<file path="src/rtl/cvr_pkg.sv">
// Shared constants, types and the CRC step for the correction vector link.
package cvr_pkg;

  localparam int          ADDR_W        = 22;
  localparam int          PAT_W         = 8;
  localparam int          CRC_W         = 8;
  localparam int          SYNC_W        = 4;
  localparam int          PKT_BITS      = 42;
  localparam int          BODY_BITS     = SYNC_W + ADDR_W + PAT_W;

  localparam logic [3:0]  SYNC_PATTERN  = 4'hd;
  localparam logic [7:0]  CRC_POLY      = 8'h85;
  localparam logic [7:0]  CRC_INIT      = 8'h00;

  localparam logic [5:0]  POS_ADDR      = 6'h04;
  localparam logic [5:0]  POS_CHECK     = 6'h22;
  localparam logic [5:0]  POS_LAST      = 6'h29;
  localparam logic [5:0]  POS_ZERO      = 6'h00;
  localparam logic [5:0]  POS_STEP      = 6'h01;

  typedef logic [ADDR_W-1:0] cvr_addr_type;
  typedef logic [PAT_W-1:0]  cvr_pat_type;
  typedef logic [CRC_W-1:0]  cvr_crc_type;

  typedef enum logic [1:0] {
    CVR_HUNT = 2'b01,
    CVR_RECV = 2'b10
  } cvr_rx_state_type;

  typedef enum logic [2:0] {
    CVR_IDLE  = 3'b001,
    CVR_READ  = 3'b010,
    CVR_WRITE = 3'b100
  } cvr_rmw_state_type;

  typedef enum logic [1:0] {
    CVR_TX_IDLE = 2'b01,
    CVR_TX_SEND = 2'b10
  } cvr_tx_state_type;

  // One serial step of the x^8+x^7+x^2+1 division, most significant first.
  function automatic cvr_crc_type cvr_crc_step(input cvr_crc_type crc,
                                               input logic        din);
    logic feedback;
    feedback = crc[CRC_W-1] ^ din;
    cvr_crc_step = {crc[CRC_W-2:0], 1'b0} ^ (feedback ? CRC_POLY : CRC_INIT);
  endfunction

  // Remainder after the sync nibble alone, starting from a cleared register.
  function automatic cvr_crc_type cvr_crc_after_sync();
    cvr_crc_type crc;
    crc = CRC_INIT;
    for (int i = SYNC_W - 1; i >= 0; i--) begin
      crc = cvr_crc_step(crc, SYNC_PATTERN[i]);
    end
    cvr_crc_after_sync = crc;
  endfunction

endpackage

</file>
<file path="src/rtl/cvr_link_if.sv">
// Serial correction vector link between the sender and the receiver.
`timescale 1ns/1ns
interface cvr_link_if;
  logic vector_data;
  logic vector_accept_ready;
  logic vector_fault_flag;

  modport device (
    input  vector_data,
    output vector_accept_ready,
    output vector_fault_flag
  );

  modport partner (
    output vector_data,
    input  vector_accept_ready,
    input  vector_fault_flag
  );
endinterface

</file>
<file path="src/rtl/cvr_receiver.sv">
// Device end: receives vector packets and corrects buffer bytes in place.
`timescale 1ns/1ns
// Functional notes
// - Vector line sampled one bit per clock.
// - A packet is exactly 42 bits.
// - Packet opens with sync nibble 1101.
// - Then 22 address bits, MSB first.
// - Then 8 error pattern bits, MSB first.
// - Last 8 bits are check bits.
// - Reception runs independently of other work.
// - Sync detection drops the ready line.
// - Sender waits while ready is low.
// - Ready returns after the check completes.
// - Valid packet schedules a buffer read-modify-write.
// - Read byte, XOR pattern, write back.
// - Check failure raises the fault flag.
// - Enabled buffer parity error raises fault.
// - Check code is CRC x^8+x^7+x^2+1.
module cvr_receiver
  import cvr_pkg::*;
#(
  parameter int BUF_DEPTH = 2
)(
  input  wire logic         clk,
  input  wire logic         rst,
  cvr_link_if.device        link,
  input  wire logic         parity_check_enable,
  output wire logic         mem_req,
  output wire logic         mem_we,
  output cvr_addr_type      mem_addr,
  output cvr_pat_type       mem_wdata,
  output logic              mem_wparity,
  input  wire cvr_pat_type  mem_rdata,
  input  wire logic         mem_rparity,
  input  wire logic         mem_ack,
  output logic              correction_done,
  output logic              packet_dropped
);

  localparam int PTR_W = (BUF_DEPTH > 1) ? $clog2(BUF_DEPTH) : 1;
  localparam logic [PTR_W:0]   CNT_FULL = (PTR_W + 1)'(BUF_DEPTH);
  localparam logic [PTR_W:0]   CNT_ONE  = (PTR_W + 1)'(1);
  localparam logic [PTR_W-1:0] PTR_ONE  = PTR_W'(1);
  localparam cvr_crc_type      CRC_SYNC = cvr_crc_after_sync();

  generate
    if (BUF_DEPTH < 2 || (BUF_DEPTH & (BUF_DEPTH - 1)) != 0) begin : g_chk
      $error("BUF_DEPTH must be a power of two of at least two");
    end
  endgenerate

  // Packet reception.

  cvr_rx_state_type         rx_state;
  logic [SYNC_W-2:0]        window;
  logic [5:0]               bit_idx;
  cvr_crc_type              crc;
  logic [ADDR_W+PAT_W-1:0]  payload;

  wire logic        hunting   = (rx_state == CVR_HUNT);
  wire logic        receiving = (rx_state == CVR_RECV);
  wire logic        line_bit  = link.vector_data;
  wire logic        sync_hit  = hunting &
                                ({window, line_bit} == SYNC_PATTERN);
  wire logic        in_fields = (bit_idx < POS_CHECK);
  wire logic        last_bit  = receiving & (bit_idx == POS_LAST);
  wire cvr_crc_type next_crc  = cvr_crc_step(crc, line_bit);
  wire logic        pkt_good  = last_bit & (next_crc == CRC_INIT);
  wire logic        pkt_bad   = last_bit & (next_crc != CRC_INIT);

  always_ff @(posedge clk) begin
    if (rst) begin
      rx_state <= CVR_HUNT;
      window   <= '0;
      bit_idx  <= POS_ZERO;
      crc      <= CRC_INIT;
    end else if (sync_hit) begin
      rx_state <= CVR_RECV;
      window   <= '0;
      bit_idx  <= POS_ADDR;
      crc      <= CRC_SYNC;
    end else if (hunting) begin
      window   <= {window[SYNC_W-3:0], line_bit};
    end else begin
      bit_idx  <= bit_idx + POS_STEP;
      crc      <= next_crc;
      if (last_bit) begin
        rx_state <= CVR_HUNT;
      end
    end
  end

  // Address and pattern are shifted in MSB first while in their fields.
  always_ff @(posedge clk) begin
    if (rst) begin
      payload <= '0;
    end else if (receiving && in_fields) begin
      payload <= {payload[ADDR_W+PAT_W-2:0], line_bit};
    end
  end

  // BUF_DEPTH-entry buffer (two by default) between reception and the buffer memory engine.

  cvr_addr_type     fifo_addr [BUF_DEPTH];
  cvr_pat_type      fifo_pat  [BUF_DEPTH];
  logic [PTR_W-1:0] wr_ptr;
  logic [PTR_W-1:0] rd_ptr;
  logic [PTR_W:0]   count;

  wire logic fifo_full  = (count == CNT_FULL);
  wire logic fifo_empty = (count == '0);
  wire logic fifo_push  = pkt_good & ~fifo_full;
  wire logic fifo_drop  = pkt_good & fifo_full;
  logic      fifo_pop;

  // Ready also waits for buffer room, so a stalled memory holds the sender.
  assign link.vector_accept_ready = hunting & ~fifo_full;

  always_ff @(posedge clk) begin
    if (fifo_push) begin
      fifo_addr[wr_ptr] <= payload[ADDR_W+PAT_W-1:PAT_W];
      fifo_pat[wr_ptr]  <= payload[PAT_W-1:0];
    end
  end

  always_ff @(posedge clk) begin
    if (rst) begin
      wr_ptr <= '0;
      rd_ptr <= '0;
      count  <= '0;
    end else begin
      if (fifo_push) begin
        wr_ptr <= wr_ptr + PTR_ONE;
      end
      if (fifo_pop) begin
        rd_ptr <= rd_ptr + PTR_ONE;
      end
      if (fifo_push && !fifo_pop) begin
        count <= count + CNT_ONE;
      end else if (fifo_pop && !fifo_push) begin
        count <= count - CNT_ONE;
      end
    end
  end

  // Read-modify-write engine; it runs beside reception without stalling it.

  cvr_rmw_state_type rmw_state;
  cvr_pat_type       pattern;

  wire logic        rmw_idle   = (rmw_state == CVR_IDLE);
  wire logic        read_done  = (rmw_state == CVR_READ) & mem_ack;
  wire logic        write_done = (rmw_state == CVR_WRITE) & mem_ack;
  wire cvr_pat_type fixed_byte = mem_rdata ^ pattern;
  wire logic        read_bad   = read_done & parity_check_enable &
                                 ~(^{mem_rdata, mem_rparity});

  assign fifo_pop = rmw_idle & ~fifo_empty;
  assign mem_req  = ~rmw_idle;
  assign mem_we   = (rmw_state == CVR_WRITE);

  always_ff @(posedge clk) begin
    if (rst) begin
      rmw_state <= CVR_IDLE;
    end else begin
      unique case (rmw_state)
        CVR_IDLE: begin
          if (fifo_pop) begin
            rmw_state <= CVR_READ;
          end
        end
        CVR_READ: begin
          if (mem_ack) begin
            rmw_state <= CVR_WRITE;
          end
        end
        CVR_WRITE: begin
          if (mem_ack) begin
            rmw_state <= CVR_IDLE;
          end
        end
      endcase
    end
  end

  always_ff @(posedge clk) begin
    if (rst) begin
      mem_addr    <= '0;
      pattern     <= '0;
      mem_wdata   <= '0;
      mem_wparity <= 1'b0;
    end else if (fifo_pop) begin
      mem_addr    <= fifo_addr[rd_ptr];
      pattern     <= fifo_pat[rd_ptr];
    end else if (read_done) begin
      mem_wdata   <= fixed_byte;
      mem_wparity <= ~(^fixed_byte);
    end
  end

  // Status pulses; a failed packet never reaches the buffer.
  always_ff @(posedge clk) begin
    if (rst) begin
      link.vector_fault_flag <= 1'b0;
      correction_done        <= 1'b0;
      packet_dropped         <= 1'b0;
    end else begin
      link.vector_fault_flag <= pkt_bad | fifo_drop | read_bad;
      correction_done        <= write_done;
      packet_dropped         <= pkt_bad | fifo_drop;
    end
  end

endmodule

</file>
<file path="src/flat_wrapper.sv">
// flat-port wrapper written by rule: the top's interface ports become plain ports
module cvr_receiver_flat import cvr_pkg::*;
#(
  parameter int BUF_DEPTH = 2
)
  (clk, rst, parity_check_enable, mem_req, mem_we, mem_addr, mem_wdata, mem_wparity, mem_rdata, mem_rparity, mem_ack, correction_done, packet_dropped, link_vector_data, link_vector_accept_ready, link_vector_fault_flag);
  cvr_link_if link_i ();
  input  wire logic clk;
  input  wire logic rst;
  input  wire logic parity_check_enable;
  output wire logic mem_req;
  output wire logic mem_we;
  output cvr_addr_type mem_addr;
  output cvr_pat_type mem_wdata;
  output logic mem_wparity;
  input  wire cvr_pat_type mem_rdata;
  input  wire logic mem_rparity;
  input  wire logic mem_ack;
  output logic correction_done;
  output logic packet_dropped;
  input wire logic [$bits(link_i.vector_data)-1:0] link_vector_data;
  output wire logic [$bits(link_i.vector_accept_ready)-1:0] link_vector_accept_ready;
  output wire logic [$bits(link_i.vector_fault_flag)-1:0] link_vector_fault_flag;
  assign link_i.vector_data = link_vector_data;
  assign link_vector_accept_ready = link_i.vector_accept_ready;
  assign link_vector_fault_flag = link_i.vector_fault_flag;
  cvr_receiver #(.BUF_DEPTH(BUF_DEPTH)) u_core (.clk(clk), .rst(rst), .link(link_i), .parity_check_enable(parity_check_enable), .mem_req(mem_req), .mem_we(mem_we), .mem_addr(mem_addr), .mem_wdata(mem_wdata), .mem_wparity(mem_wparity), .mem_rdata(mem_rdata), .mem_rparity(mem_rparity), .mem_ack(mem_ack), .correction_done(correction_done), .packet_dropped(packet_dropped));
endmodule
</file>
<file path="config.mk">
export PLATFORM = sky130hd
export DESIGN_NAME = cvr_receiver_flat
export DESIGN_NICKNAME = d
export VERILOG_FILES = /design/src/rtl/cvr_pkg.sv /design/src/rtl/cvr_link_if.sv /design/src/rtl/cvr_receiver.sv /design/src/flat_wrapper.sv
export SDC_FILE = /design/constraint.sdc
export NUM_CORES = 1
export LEC_CHECK = 0
export ABC_CLOCK_PERIOD_IN_PS = 4700
export BUFFER_PORTS_ARGS = -buffer_cell sky130_fd_sc_hd__buf_2
export CORE_MARGIN = 3
export CORE_UTILIZATION = 55
export CTS_CLUSTER_SIZE = 40
export DETAILED_ROUTE_END_ITERATION = 7
export HOLD_SLACK_MARGIN = 0.15
export PLACE_DENSITY = 0.74
export SETUP_SLACK_MARGIN = 0.5
export SYNTH_ARGS = -nofsm -noshare
export SYNTH_HDL_FRONTEND = slang
export SYNTH_SLANG_ARGS = --single-unit
</file>
<file path="constraint.sdc">
create_clock -name clk -period 4.7 [get_ports clk]
set_clock_uncertainty 0.1 [all_clocks]
set_input_delay 0.235 -clock clk [delete_from_list [all_inputs] [get_ports clk]]
set_output_delay 0.235 -clock clk [all_outputs]
set_load 0.005 [all_outputs]
</file>
== Yosys cells after proc, flatten, opt, wreduce, memory -nomap -nowiden ==
Memories as Yosys holds them, arrays and structs flattened. A register that Yosys moved wholly into a read port is not among the register bits.
Cells that the tools add are included.

* Register bits after elaboration: 68
* Memory bits (writable): 60
* Input port bits: 14
* Output and inout bits: 37
* Logic and storage cells: 91
* Memories kept: 2

* Add/subtract/negate cells: 5
* Order comparisons: 1
* Equal/unequal tests: 12
* Mux-type cells: 16
* Bitwise gates (word level): 23
* Reduce and logical (&&, ||, !) cells: 16

{| class="wikitable"
|+ Memory list
! memory !! depth !! width !! rd ports !! clocked after Yosys merged registers in !! wr ports !! RTL line !! text
|-
| u_core.fifo_addr || 2 || 22 || 1 || 1 || 1 || cvr_receiver.sv:104 || <nowiki>cvr_addr_type fifo_addr [BUF_DEPTH];</nowiki>
|-
| u_core.fifo_pat || 2 || 8 || 1 || 1 || 1 || cvr_receiver.sv:105 || <nowiki>cvr_pat_type fifo_pat [BUF_DEPTH];</nowiki>
|}

{| class="wikitable"
|+ Operator list
! kind !! count
|-
| 8-bit 2-to-1 mux || 3
|-
| 8-bit XOR || 2
|-
| 3-bit 2-to-1 mux || 5
|-
| 1-bit bitwise AND || 12
|-
| 2-bit 2-to-1 mux || 5
|-
| 3-bit one-hot mux with 3 select lines || 1
|-
| 9-bit XOR reduction || 1
|-
| 8-bit zero test || 1
|-
| 8-bit nonzero test || 1
|-
| 8-bit XOR reduction || 1
|-
| 6-bit by 1-bit adder with 6-bit output (second input constant) || 1
|-
| 6-bit equality test (second input constant) || 1
|-
| 6-bit less-than comparator (second input constant) || 1
|-
| 1-bit inverter || 6
|-
| 2-bit equality test (second input constant) || 2
|-
| 4-bit equality test (second input constant) || 1
|-
| 2-bit by 1-bit != test with 1-bit output (second input constant) || 2
|-
| 2-bit != test (second input constant) || 2
|-
| 2-bit AND reduction || 2
|-
| 2-bit nonzero test || 2
|-
| 3-bit by 1-bit equality test with 1-bit output (second input constant) || 1
|-
| 3-bit by 2-bit equality test with 1-bit output (second input constant) || 1
|-
| 3-bit equality test (second input constant) || 1
|-
| 1-bit logical AND || 3
|-
| other kinds (11) || 15
|}

== Longest topological paths before layout ==
Gate-level depths: netlist of run 1.

* Depth after elaboration: 10
* Mapped depth: 9

== Worst setup path before layout of run 1 ==
OpenSTA, ideal clock, no wires.

* Path kind: flip-flop to flip-flop
* Start point: register u_core.rx_state[0]
* End point: memory u_core.fifo_addr[0][0] in the netlist's numbering (enable)
* Setup time: 0.454 ns
* Arrival time: 2.975 ns
* Data required time: 4.146 ns
* Setup slack: 1.171 ns
* Stages on the path, launching flop included: 4
* Path buffers: 0
* Period minus slack after synthesis: 3.529 ns
* Cell sequence: dfxtp_1 > nor4b_1 > nand4_1 > nor3_1

* Word-level cells in the longest chain between the ends: 6

{| class="wikitable"
|+ Ends and longest elaborated chain
! item !! RTL line !! text
|-
| start, declared || cvr_receiver.sv:54 || <nowiki>cvr_rx_state_type rx_state;</nowiki>
|-
| start signal, assigned || cvr_receiver.sv:73 || <nowiki>rx_state <= CVR_HUNT;</nowiki>
|-
| start signal, assigned || cvr_receiver.sv:78 || <nowiki>rx_state <= CVR_RECV;</nowiki>
|-
| start signal, assigned || cvr_receiver.sv:88 || <nowiki>rx_state <= CVR_HUNT;</nowiki>
|-
| 2-bit equality test || cvr_receiver.sv:61 || <nowiki>wire logic receiving = (rx_state == CVR_RECV);</nowiki>
|-
| 1-bit bitwise AND || cvr_receiver.sv:66 || <nowiki>wire logic last_bit = receiving & (bit_idx == POS_LAST);</nowiki>
|-
| 1-bit bitwise AND || cvr_receiver.sv:68 || <nowiki>wire logic pkt_good = last_bit & (next_crc == CRC_INIT);</nowiki>
|-
| 1-bit bitwise AND || cvr_receiver.sv:112 || <nowiki>wire logic fifo_push = pkt_good & ~fifo_full;</nowiki>
|-
| 1-bit 2-to-1 mux || cvr_receiver.sv:120 || <nowiki>if (fifo_push) begin</nowiki>
|-
| 1-bit 2-to-1 mux (implied by the code) || cvr_receiver.sv:121 || <nowiki>fifo_addr[wr_ptr] <= payload[ADDR_W+PAT_W-1:PAT_W];</nowiki>
|-
| end, declared || cvr_receiver.sv:104 ||
|}

No other way between the ends.

== Worst setup path after layout of run 1 ==
* Start point: register u_core.rmw_state[1]
* End point: register u_core.count[1]

* Word-level cells in the longest chain between the ends: 5
* Elaborated cells between the ends (all ways): 7
* Classes of those cells: eq/ne: 1; mux: 1; bitwise: 1; reduce/logical: 4

{| class="wikitable"
|+ Ends and longest elaborated chain
! item !! RTL line !! text
|-
| start, declared || cvr_receiver.sv:148 || <nowiki>cvr_rmw_state_type rmw_state;</nowiki>
|-
| start signal, assigned || cvr_receiver.sv:164 || <nowiki>rmw_state <= CVR_IDLE;</nowiki>
|-
| start signal, assigned || cvr_receiver.sv:169 || <nowiki>rmw_state <= CVR_READ;</nowiki>
|-
| start signal, assigned || cvr_receiver.sv:174 || <nowiki>rmw_state <= CVR_WRITE;</nowiki>
|-
| 3-bit by 1-bit equality test with 1-bit output (*) || cvr_receiver.sv:151 || <nowiki>wire logic rmw_idle = (rmw_state == CVR_IDLE);</nowiki>
|-
| 1-bit bitwise AND (*) || cvr_receiver.sv:158 || <nowiki>assign fifo_pop = rmw_idle & ~fifo_empty;</nowiki>
|-
| 1-bit zero test || cvr_receiver.sv:138 || <nowiki>if (fifo_push && !fifo_pop) begin</nowiki>
|-
| 1-bit logical AND || cvr_receiver.sv:138 ||
|-
| 2-bit 2-to-1 mux or 2-bit nonzero test (tied branches) || n/a ||
|-
| end signal, assigned || cvr_receiver.sv:139 || <nowiki>count <= count + CNT_ONE;</nowiki>
|-
| end signal, assigned || cvr_receiver.sv:141 || <nowiki>count <= count - CNT_ONE;</nowiki>
|-
| end, declared || cvr_receiver.sv:108 || <nowiki>logic [PTR_W:0] count;</nowiki>
|}

Mark *: on every way between the ends. The rest lies on a longest branch, timed or not.
A chain may end at the register's enable or synchronous reset.

==> results of run 1 <==
-- registers in the layout, indices dropped and copies added (netlist names) --
register / flops
u_core.payload: 30
u_core.wr_ptr: 1
u_core.mem_addr: 22
u_core.count: 2
u_core.pattern: 8
u_core.fifo_addr: 44
u_core.packet_dropped: 1
u_core.rx_state: 2
u_core.rd_ptr: 1
u_core.link.vector_fault_flag: 1
u_core.mem_wdata: 8
u_core.rmw_state: 3
u_core.bit_idx: 6
u_core.window: 3
u_core.crc: 8
u_core.mem_wparity: 1
u_core.fifo_pat: 16
u_core.correction_done: 1
-- critical path, stage by stage, from the launching register on --
cell     delay (ps)
dfxtp_1         320
nor2_1          140
nand2_1         120
nor2_4          110
buf_4           490
inv_1           100
ha_1            350
or3_1           380
a21oi_1         130
-- placed cells by master (no fill, tap or decap), types with 2 or more instances in the layout --
cell type	Yosys	layout
a211oi_1	40	40
a21oi_1	40	40
and2_1	2	2
and3b_1	2	2
buf_2	9	50
buf_4	3	5
bufinv_16	0	3
clkbuf_1	15	5
clkbuf_16	0	17
clkbuf_8	0	2
clkinv_1	1	3
clkinv_2	0	3
dfxtp_1	98	97
dlygate4sd3_1	0	12
edfxtp_1	60	60
ha_1	3	3
inv_1	2	2
mux2i_1	30	30
nand2_1	78	78
nand2b_1	3	3
nand4_1	4	4
nor2_1	55	55
nor2b_1	3	3
nor3_1	3	2
nor3b_1	3	3
o21ai_0	3	3
o221a_2	4	4
or3_1	2	2
xnor2_1	28	28
xor2_1	6	6
-- cell usage after synthesis (4+ instances only) --
| cell type | instances |
|---|---|
| dfxtp_1 | 98 |
| nand2_1 | 78 |
| edfxtp_1 | 60 |
| nor2_1 | 55 |
| a211oi_1 | 40 |
| a21oi_1 | 40 |
| mux2i_1 | 30 |
| xnor2_1 | 28 |
| clkbuf_1 | 15 |
| buf_2 | 9 |
| xor2_1 | 6 |
| nand4_1 | 4 |
| o221a_2 | 4 |
-- cells by family (layout without fill, tap and decap cells) --
logic type | count (synthesis) | after routing
compound gates | 92 | 92
xor+xnor | 35 | 35
fa+ha+maj | 3 | 3
buf+inv | 33 | 102
flops | 158 | 158
mux | 30 | 30
simple gates | 161 | 161
-- area by class of cell --
cell class,instances,share of cell area (%)
clock buffers,24,6.85
clock inverters,8,1.64
flip-flops and latches,158,54.7
repair buffers,67,5.92
well taps,136,2.47
multi-input cells,321,28.3
inverters,3,0.164
-- worst paths after layout --
kind	startpoint	depth (start not counted)	slack, ps	endpoint
setup reg to reg	u_core.rmw_state[1]$_SDFFE_PP0P_	8	2380	u_core.count[1]$_SDFFE_PP0P_
setup / recovery	u_core.rmw_state[1]$_SDFFE_PP0P_	8	2380	u_core.count[1]$_SDFFE_PP0P_
hold / removal	rst	3	290	u_core.rd_ptr$_SDFFE_PP0P_
hold reg to reg	u_core.payload[29]$_SDFFE_PP0P_	0	360	u_core.fifo_addr[0][21]$_DFFE_PP_
-- report_power, final --
part           internal (mW)  switching, mW
clock network          0.849          0.485
registers               1.56          0.126
logic                  0.350          0.335
total                   2.75          0.947
-- metal layers --
layer  up-vias  global-route usage [%]  share of wire, %
met5         -                       0                 0
met1      1755                    23.2                46
met4         0                    8.21               1.1
li1       1917                       -                 -
met3        11                    4.97               4.9
met2        88                    29.6                48
==> results by group, run 1 <==
Die
  – Die H: 109 um
  – Die width: 109 um
  – Num rows: 37
  – Core Area: 10,300 sq um
  – I/O pins: 51
  – Starting Density: 56.6%
  – Die area: 11,900 sq um

STA
  – Share of the clock period used by the worst path: 49.4%
  – Finish-stage setup viols: 0
  – Max transition margin: 28.6%
  – Max Slew Vio Count: 0
  – RSZ-0062 raised after global routing: no
  – Final worst slack: 2380 ps
  – Min cycle time layout: 2320 ps
  – Measured slew at the worst slew-check pin: 1070 ps
  – Hold WS: 294 ps
  – Setup Total Neg Slack: 0 ps
  – Final hold viol count: 0
  – Max frequency: 430 MHz

Setup path
  – Critical Path AT: 2660 ps
  – Kind of end point of the critical path: flop
  – Crit path required time: 5040 ps
  – Crit path launch type: flop
  – Crit Path Max Fanout: 62
  – Crit Path Class: reg -> reg

Place
  – Port Buf Inserts: 50
  – Place WS: 2380 ps
  – Detailed placement HPWL: 5980 um
  – Dpl cell area: 6180 sq um
  – Routability Congestion: 0.811
  – Cell count after placement: 673

Power
  – Total power divided by cell area: 537 nW/um^2
  – IR drop worst, VDD: 0.000278 V
  – Design Power: 3.70 mW
  – Leak: 2.40 nW

Clock network
  – H-tree Lvls: 4
  – Clock Latency Late Sink: 510 ps
  – Setup Buffers After CTS: 0
  – Clock tree buffer depth: 2
  – TritonCTS clock tree: built
  – Sink Count: 158
  – Num CTS Buffers: 17
  – Reg clk slew, reported paths: 60 ps
  – Post-cts resize count: 0
  – CTS Hold Bufs: 12
  – Cell at the root of the clock tree: clkbuf_8

GRT
  – First-pass GRT wire length: 16,800 um
  – Vias in the first global route: 3,616
  – Initial antenna violation count: 0
  – Total grt overflow: 0
  – Largest net degree at the start of global routing: 83
  – Overall routing resource usage: 18.4%

Synthesis
  – Synthesis Warnings: 0
  – Post-synthesis compound-gate area fraction: 10.2%
  – Most used DFF post-synth: dfxtp_1
  – Syn nets: 529
  – Post-synth top area share: 33.5%
  – Largest family of logic cells by synthesized area: simple AND/OR/NAND/NOR gates
  – Largest area contributor in the synthesized netlist: dfxtp_1
  – Multiplexer share of the synthesized area: 5.13%
  – Synth Cell Area: 5850 sq um
  – Ys async rst share: 0%
  – Cell count after synthesis: 512
  – Yosys reg bits: 158
  – Post-synth EDFFs: 60
  – Ranking of synthesized cells by area: dfxtp_1 (34%), edfxtp_1 (31%), a211oi_1 (5.1%)
  – Synth Area in XOR/XNOR: 5.37%
  – Adder-cell area share of the yosys netlist: 0.642%
  – Simple-gate portion of the synthesized area: 11.7%
  – Post-synthesis cell type count: 38
  – Sequential fraction of the synthesis area: 64.4%
  – Syn avg cell area: 11.4 sq um

Cells and area
  – Flip-flop and latch area: 3760 sq um
  – Diodes inserted: 0
  – Nets: 585
  – P&R area growth vs syn: 17.7%
  – Filler cells: 761
  – Fraction of layout cells with a size suffix above 1: 15.3%
  – Final std cells w/o fill: 717
  – Fin util: 66.7%
  – Final instance area: 6890 sq um
  – Area of the multi-input gates: 1950 sq um

Job
  – Max-Cap Viols: 0

Detailed routing
  – DRT Wirelength: 10,200 um
  – Final ANT Viol Nets: 0
  – Post-route DRC: 0
  – Per-cell routed wire length: 14.2 um
  – DR iter-0 viols: 306
  – Pre-antenna DRT Iters: 5
  – DR vias: 3,771
  – DR vias/cell: 5.26

Status
  – Status: completed

Min path
  – Hold/Removal Path Class: in -> reg
Power figures use the tool's default switching activity.
==> inputs of run 2 (changes only) <==
--- a/config.mk
+++ b/config.mk
@@ -5,7 +5,7 @@
 export SDC_FILE = /design/constraint.sdc
 export NUM_CORES = 1
 export LEC_CHECK = 0
-export ABC_CLOCK_PERIOD_IN_PS = 4700
+export ABC_CLOCK_PERIOD_IN_PS = 2300
 export BUFFER_PORTS_ARGS = -buffer_cell sky130_fd_sc_hd__buf_2
 export CORE_MARGIN = 3
 export CORE_UTILIZATION = 55
==> constraint.sdc (replaced) <==
create_clock -name clk -period 2.3 [get_ports clk]
set_clock_uncertainty 0.1 [all_clocks]
set_input_delay 0.115 -clock clk [delete_from_list [all_inputs] [get_ports clk]]
set_output_delay 0.115 -clock clk [all_outputs]
set_load 0.005 [all_outputs]
==> results by group, run 2 (same netlist as run 1, synthesis figures left out) <==
Status
  – Status: completed

Clock network
  – Clock Latency Late Sink: 530 ps
  – Num CTS Buffers: 17
  – Reg clk slew, reported paths: 70 ps
  – TritonCTS clock tree: built
  – Cell at the root of the clock tree: clkbuf_8
  – Clock tree buffer depth: 2
  – H-tree Lvls: 4
  – Sink Count: 158

Cells and area
  – Max reg flops: 44
  – Filler cells: 691
  – Commonest non-fill, non-tap cell in the layout: dfxtp_1
  – Regs by FF count: u_core.fifo_addr x44, u_core.payload x30, u_core.mem_addr x22
  – P&R area growth vs syn: 24.0%
  – Biggest register: u_core.fifo_addr
  – Diodes inserted: 0
  – Nets: 607
  – Area of the multi-input gates: 2040 sq um
  – Most frequent cells in the layout: dfxtp_1 (92), nand2_1 (78), edfxtp_1 (60)
  – Fraction of layout cells with a size suffix above 1: 21.4%
  – Fin util: 70.3%
  – Final std cells w/o fill: 739
  – Flip-flop and latch area: 3780 sq um

STA
  – Min cycle time layout: 1950 ps
  – Measured slew at the worst slew-check pin: 587 ps
  – Max frequency: 512 MHz
  – Hold WS: 293 ps
  – Max Slew Vio Count: 0
  – Share of the clock period used by the worst path: 84.8%
  – Final hold viol count: 0
  – RSZ-0062 raised after global routing: yes
  – Finish-stage setup viols: 0
  – Setup Total Neg Slack: 0 ps
  – Final worst slack: 349 ps
  – Max transition margin: 60.9%

GRT
  – Overall routing resource usage: 19.7%
  – Largest net degree at the start of global routing: 62
  – Total grt overflow: 0
  – Initial antenna violation count: 0
  – First-pass GRT wire length: 17,800 um
  – Vias in the first global route: 3,687

Power
  – Combinational power share: 19.2%
  – Total power divided by cell area: 1090 nW/um^2
  – Leak: 2.56 nW
  – Sequential share of power: 42.9%
  – IR drop worst, VDD: 0.000468 V
  – Clk pwr share: 37.9%
  – Internal power: 5.85 mW
  – Net Sw Frac: 26.0%
  – Switch Pwr: 2.06 mW

Detailed routing
  – Post-route DRC: 0
  – DR vias/cell: 5.32
  – DR vias: 3,933
  – Per-cell routed wire length: 15.4 um
  – Pre-antenna DRT Iters: 5
  – DRT Wirelength: 11,400 um
  – Final ANT Viol Nets: 0
  – DR iter-0 viols: 274

Job
  – Max-Cap Viols: 0

Die
  – Die area: 11,900 sq um
  – I/O pins: 51
  – Starting Density: 56.6%
  – Die H: 109 um
  – Num rows: 37
  – Core Area: 10,300 sq um
  – Die width: 109 um

Min path
  – Hold/Removal Path Class: in -> reg

Place
  – Port Buf Inserts: 50
  – Place WS: 253 ps
  – Routability Congestion: 0.770
  – Detailed placement HPWL: 6380 um
  – Cell count after placement: 678

Setup path
  – Crit path required time: 2660 ps
  – Critical Path AT: 2310 ps
  – Crit Path Class: reg -> reg
  – Crit path launch type: flop
  – Kind of end point of the critical path: flop
  – Crit Path Max Fanout: 4
-- run 2: repair_timing --
item,4_1_cts,5_1_grt
pin swaps,5,2
resized for setup,10,13
hold buffers,14,0
endpoints found under the setup margin,94,97
hold endpoints to repair,59,0
cloned,3,0
buffers inserted,2,10
-- run 2: cell type report --
class / count / share of cell area, %
multi-input combinational: 324 / 28.2
clock buffer: 19 / 5.95
inverter: 3 / 0.155
timing repair buffer: 86 / 8.43
clock inverter: 13 / 2.88
tap: 136 / 2.35
sequential: 158 / 52.1
-- run 2: layer usage --
| metal | vias up | part of all wire (%) | global-route usage, % | routed length, um |
|---|---|---|---|---|
| met4 | 0 | 0.91 | 7.57 | 104 |
| met2 | 94 | 50 | 33.4 | 5730 |
| li1 | 1969 | - | - | - |
| met5 | - | 0 | 0 | 0 |
| met3 | 10 | 4.7 | 5.45 | 536 |
| met1 | 1860 | 44 | 23.9 | 5020 |
-- run 2: path summary, 6_finish.rpt --
path	cells past startpoint	startpoint	slack [ps]	to
worst max register to register	6	u_core.bit_idx[4]$_SDFFE_PP0N_	350	u_core.count[1]$_SDFFE_PP0P_
worst max-delay path	6	u_core.bit_idx[4]$_SDFFE_PP0N_	350	u_core.count[1]$_SDFFE_PP0P_
worst min register to register	2	u_core.window[2]$_SDFFE_PP0P_	350	u_core.window[2]$_SDFFE_PP0P_
worst min-delay path	3	parity_check_enable	290	u_core.link.vector_fault_flag$_SDFF_PP0_
-- run 2: power groups by stage --
stage | combinational [mW] | sequential, mW | clock (mW)
after global routing | 1.69 | 3.43 | 3.18
after floorplan | 1.08 | 3.42 | 0
after CTS | 1.51 | 3.40 | 3.03
final | 1.52 | 3.39 | 3.00
after global placement | 1.42 | 3.44 | 0
after detailed placement | 1.45 | 3.46 | 0
-- run 2: critical path, stage by stage, from the launching register on --
cell,delay [ps]
dfxtp_4,370
nor4b_4,230
nand4_1,230
nor2_4,210
ha_4,230
or3_1,380
a21oi_2,130
-- run 2: per-stage QoR --
step | cell area, sq um | total power, mW
3_5_place_dp | 6270 | 4.91
6_report | 7250 | 7.91
5_1_grt | 7250 | 8.29
3_3_place_gp | 6270 | 4.86
2_1_floorplan | 5890 | 4.50
4_1_cts | 7140 | 7.94
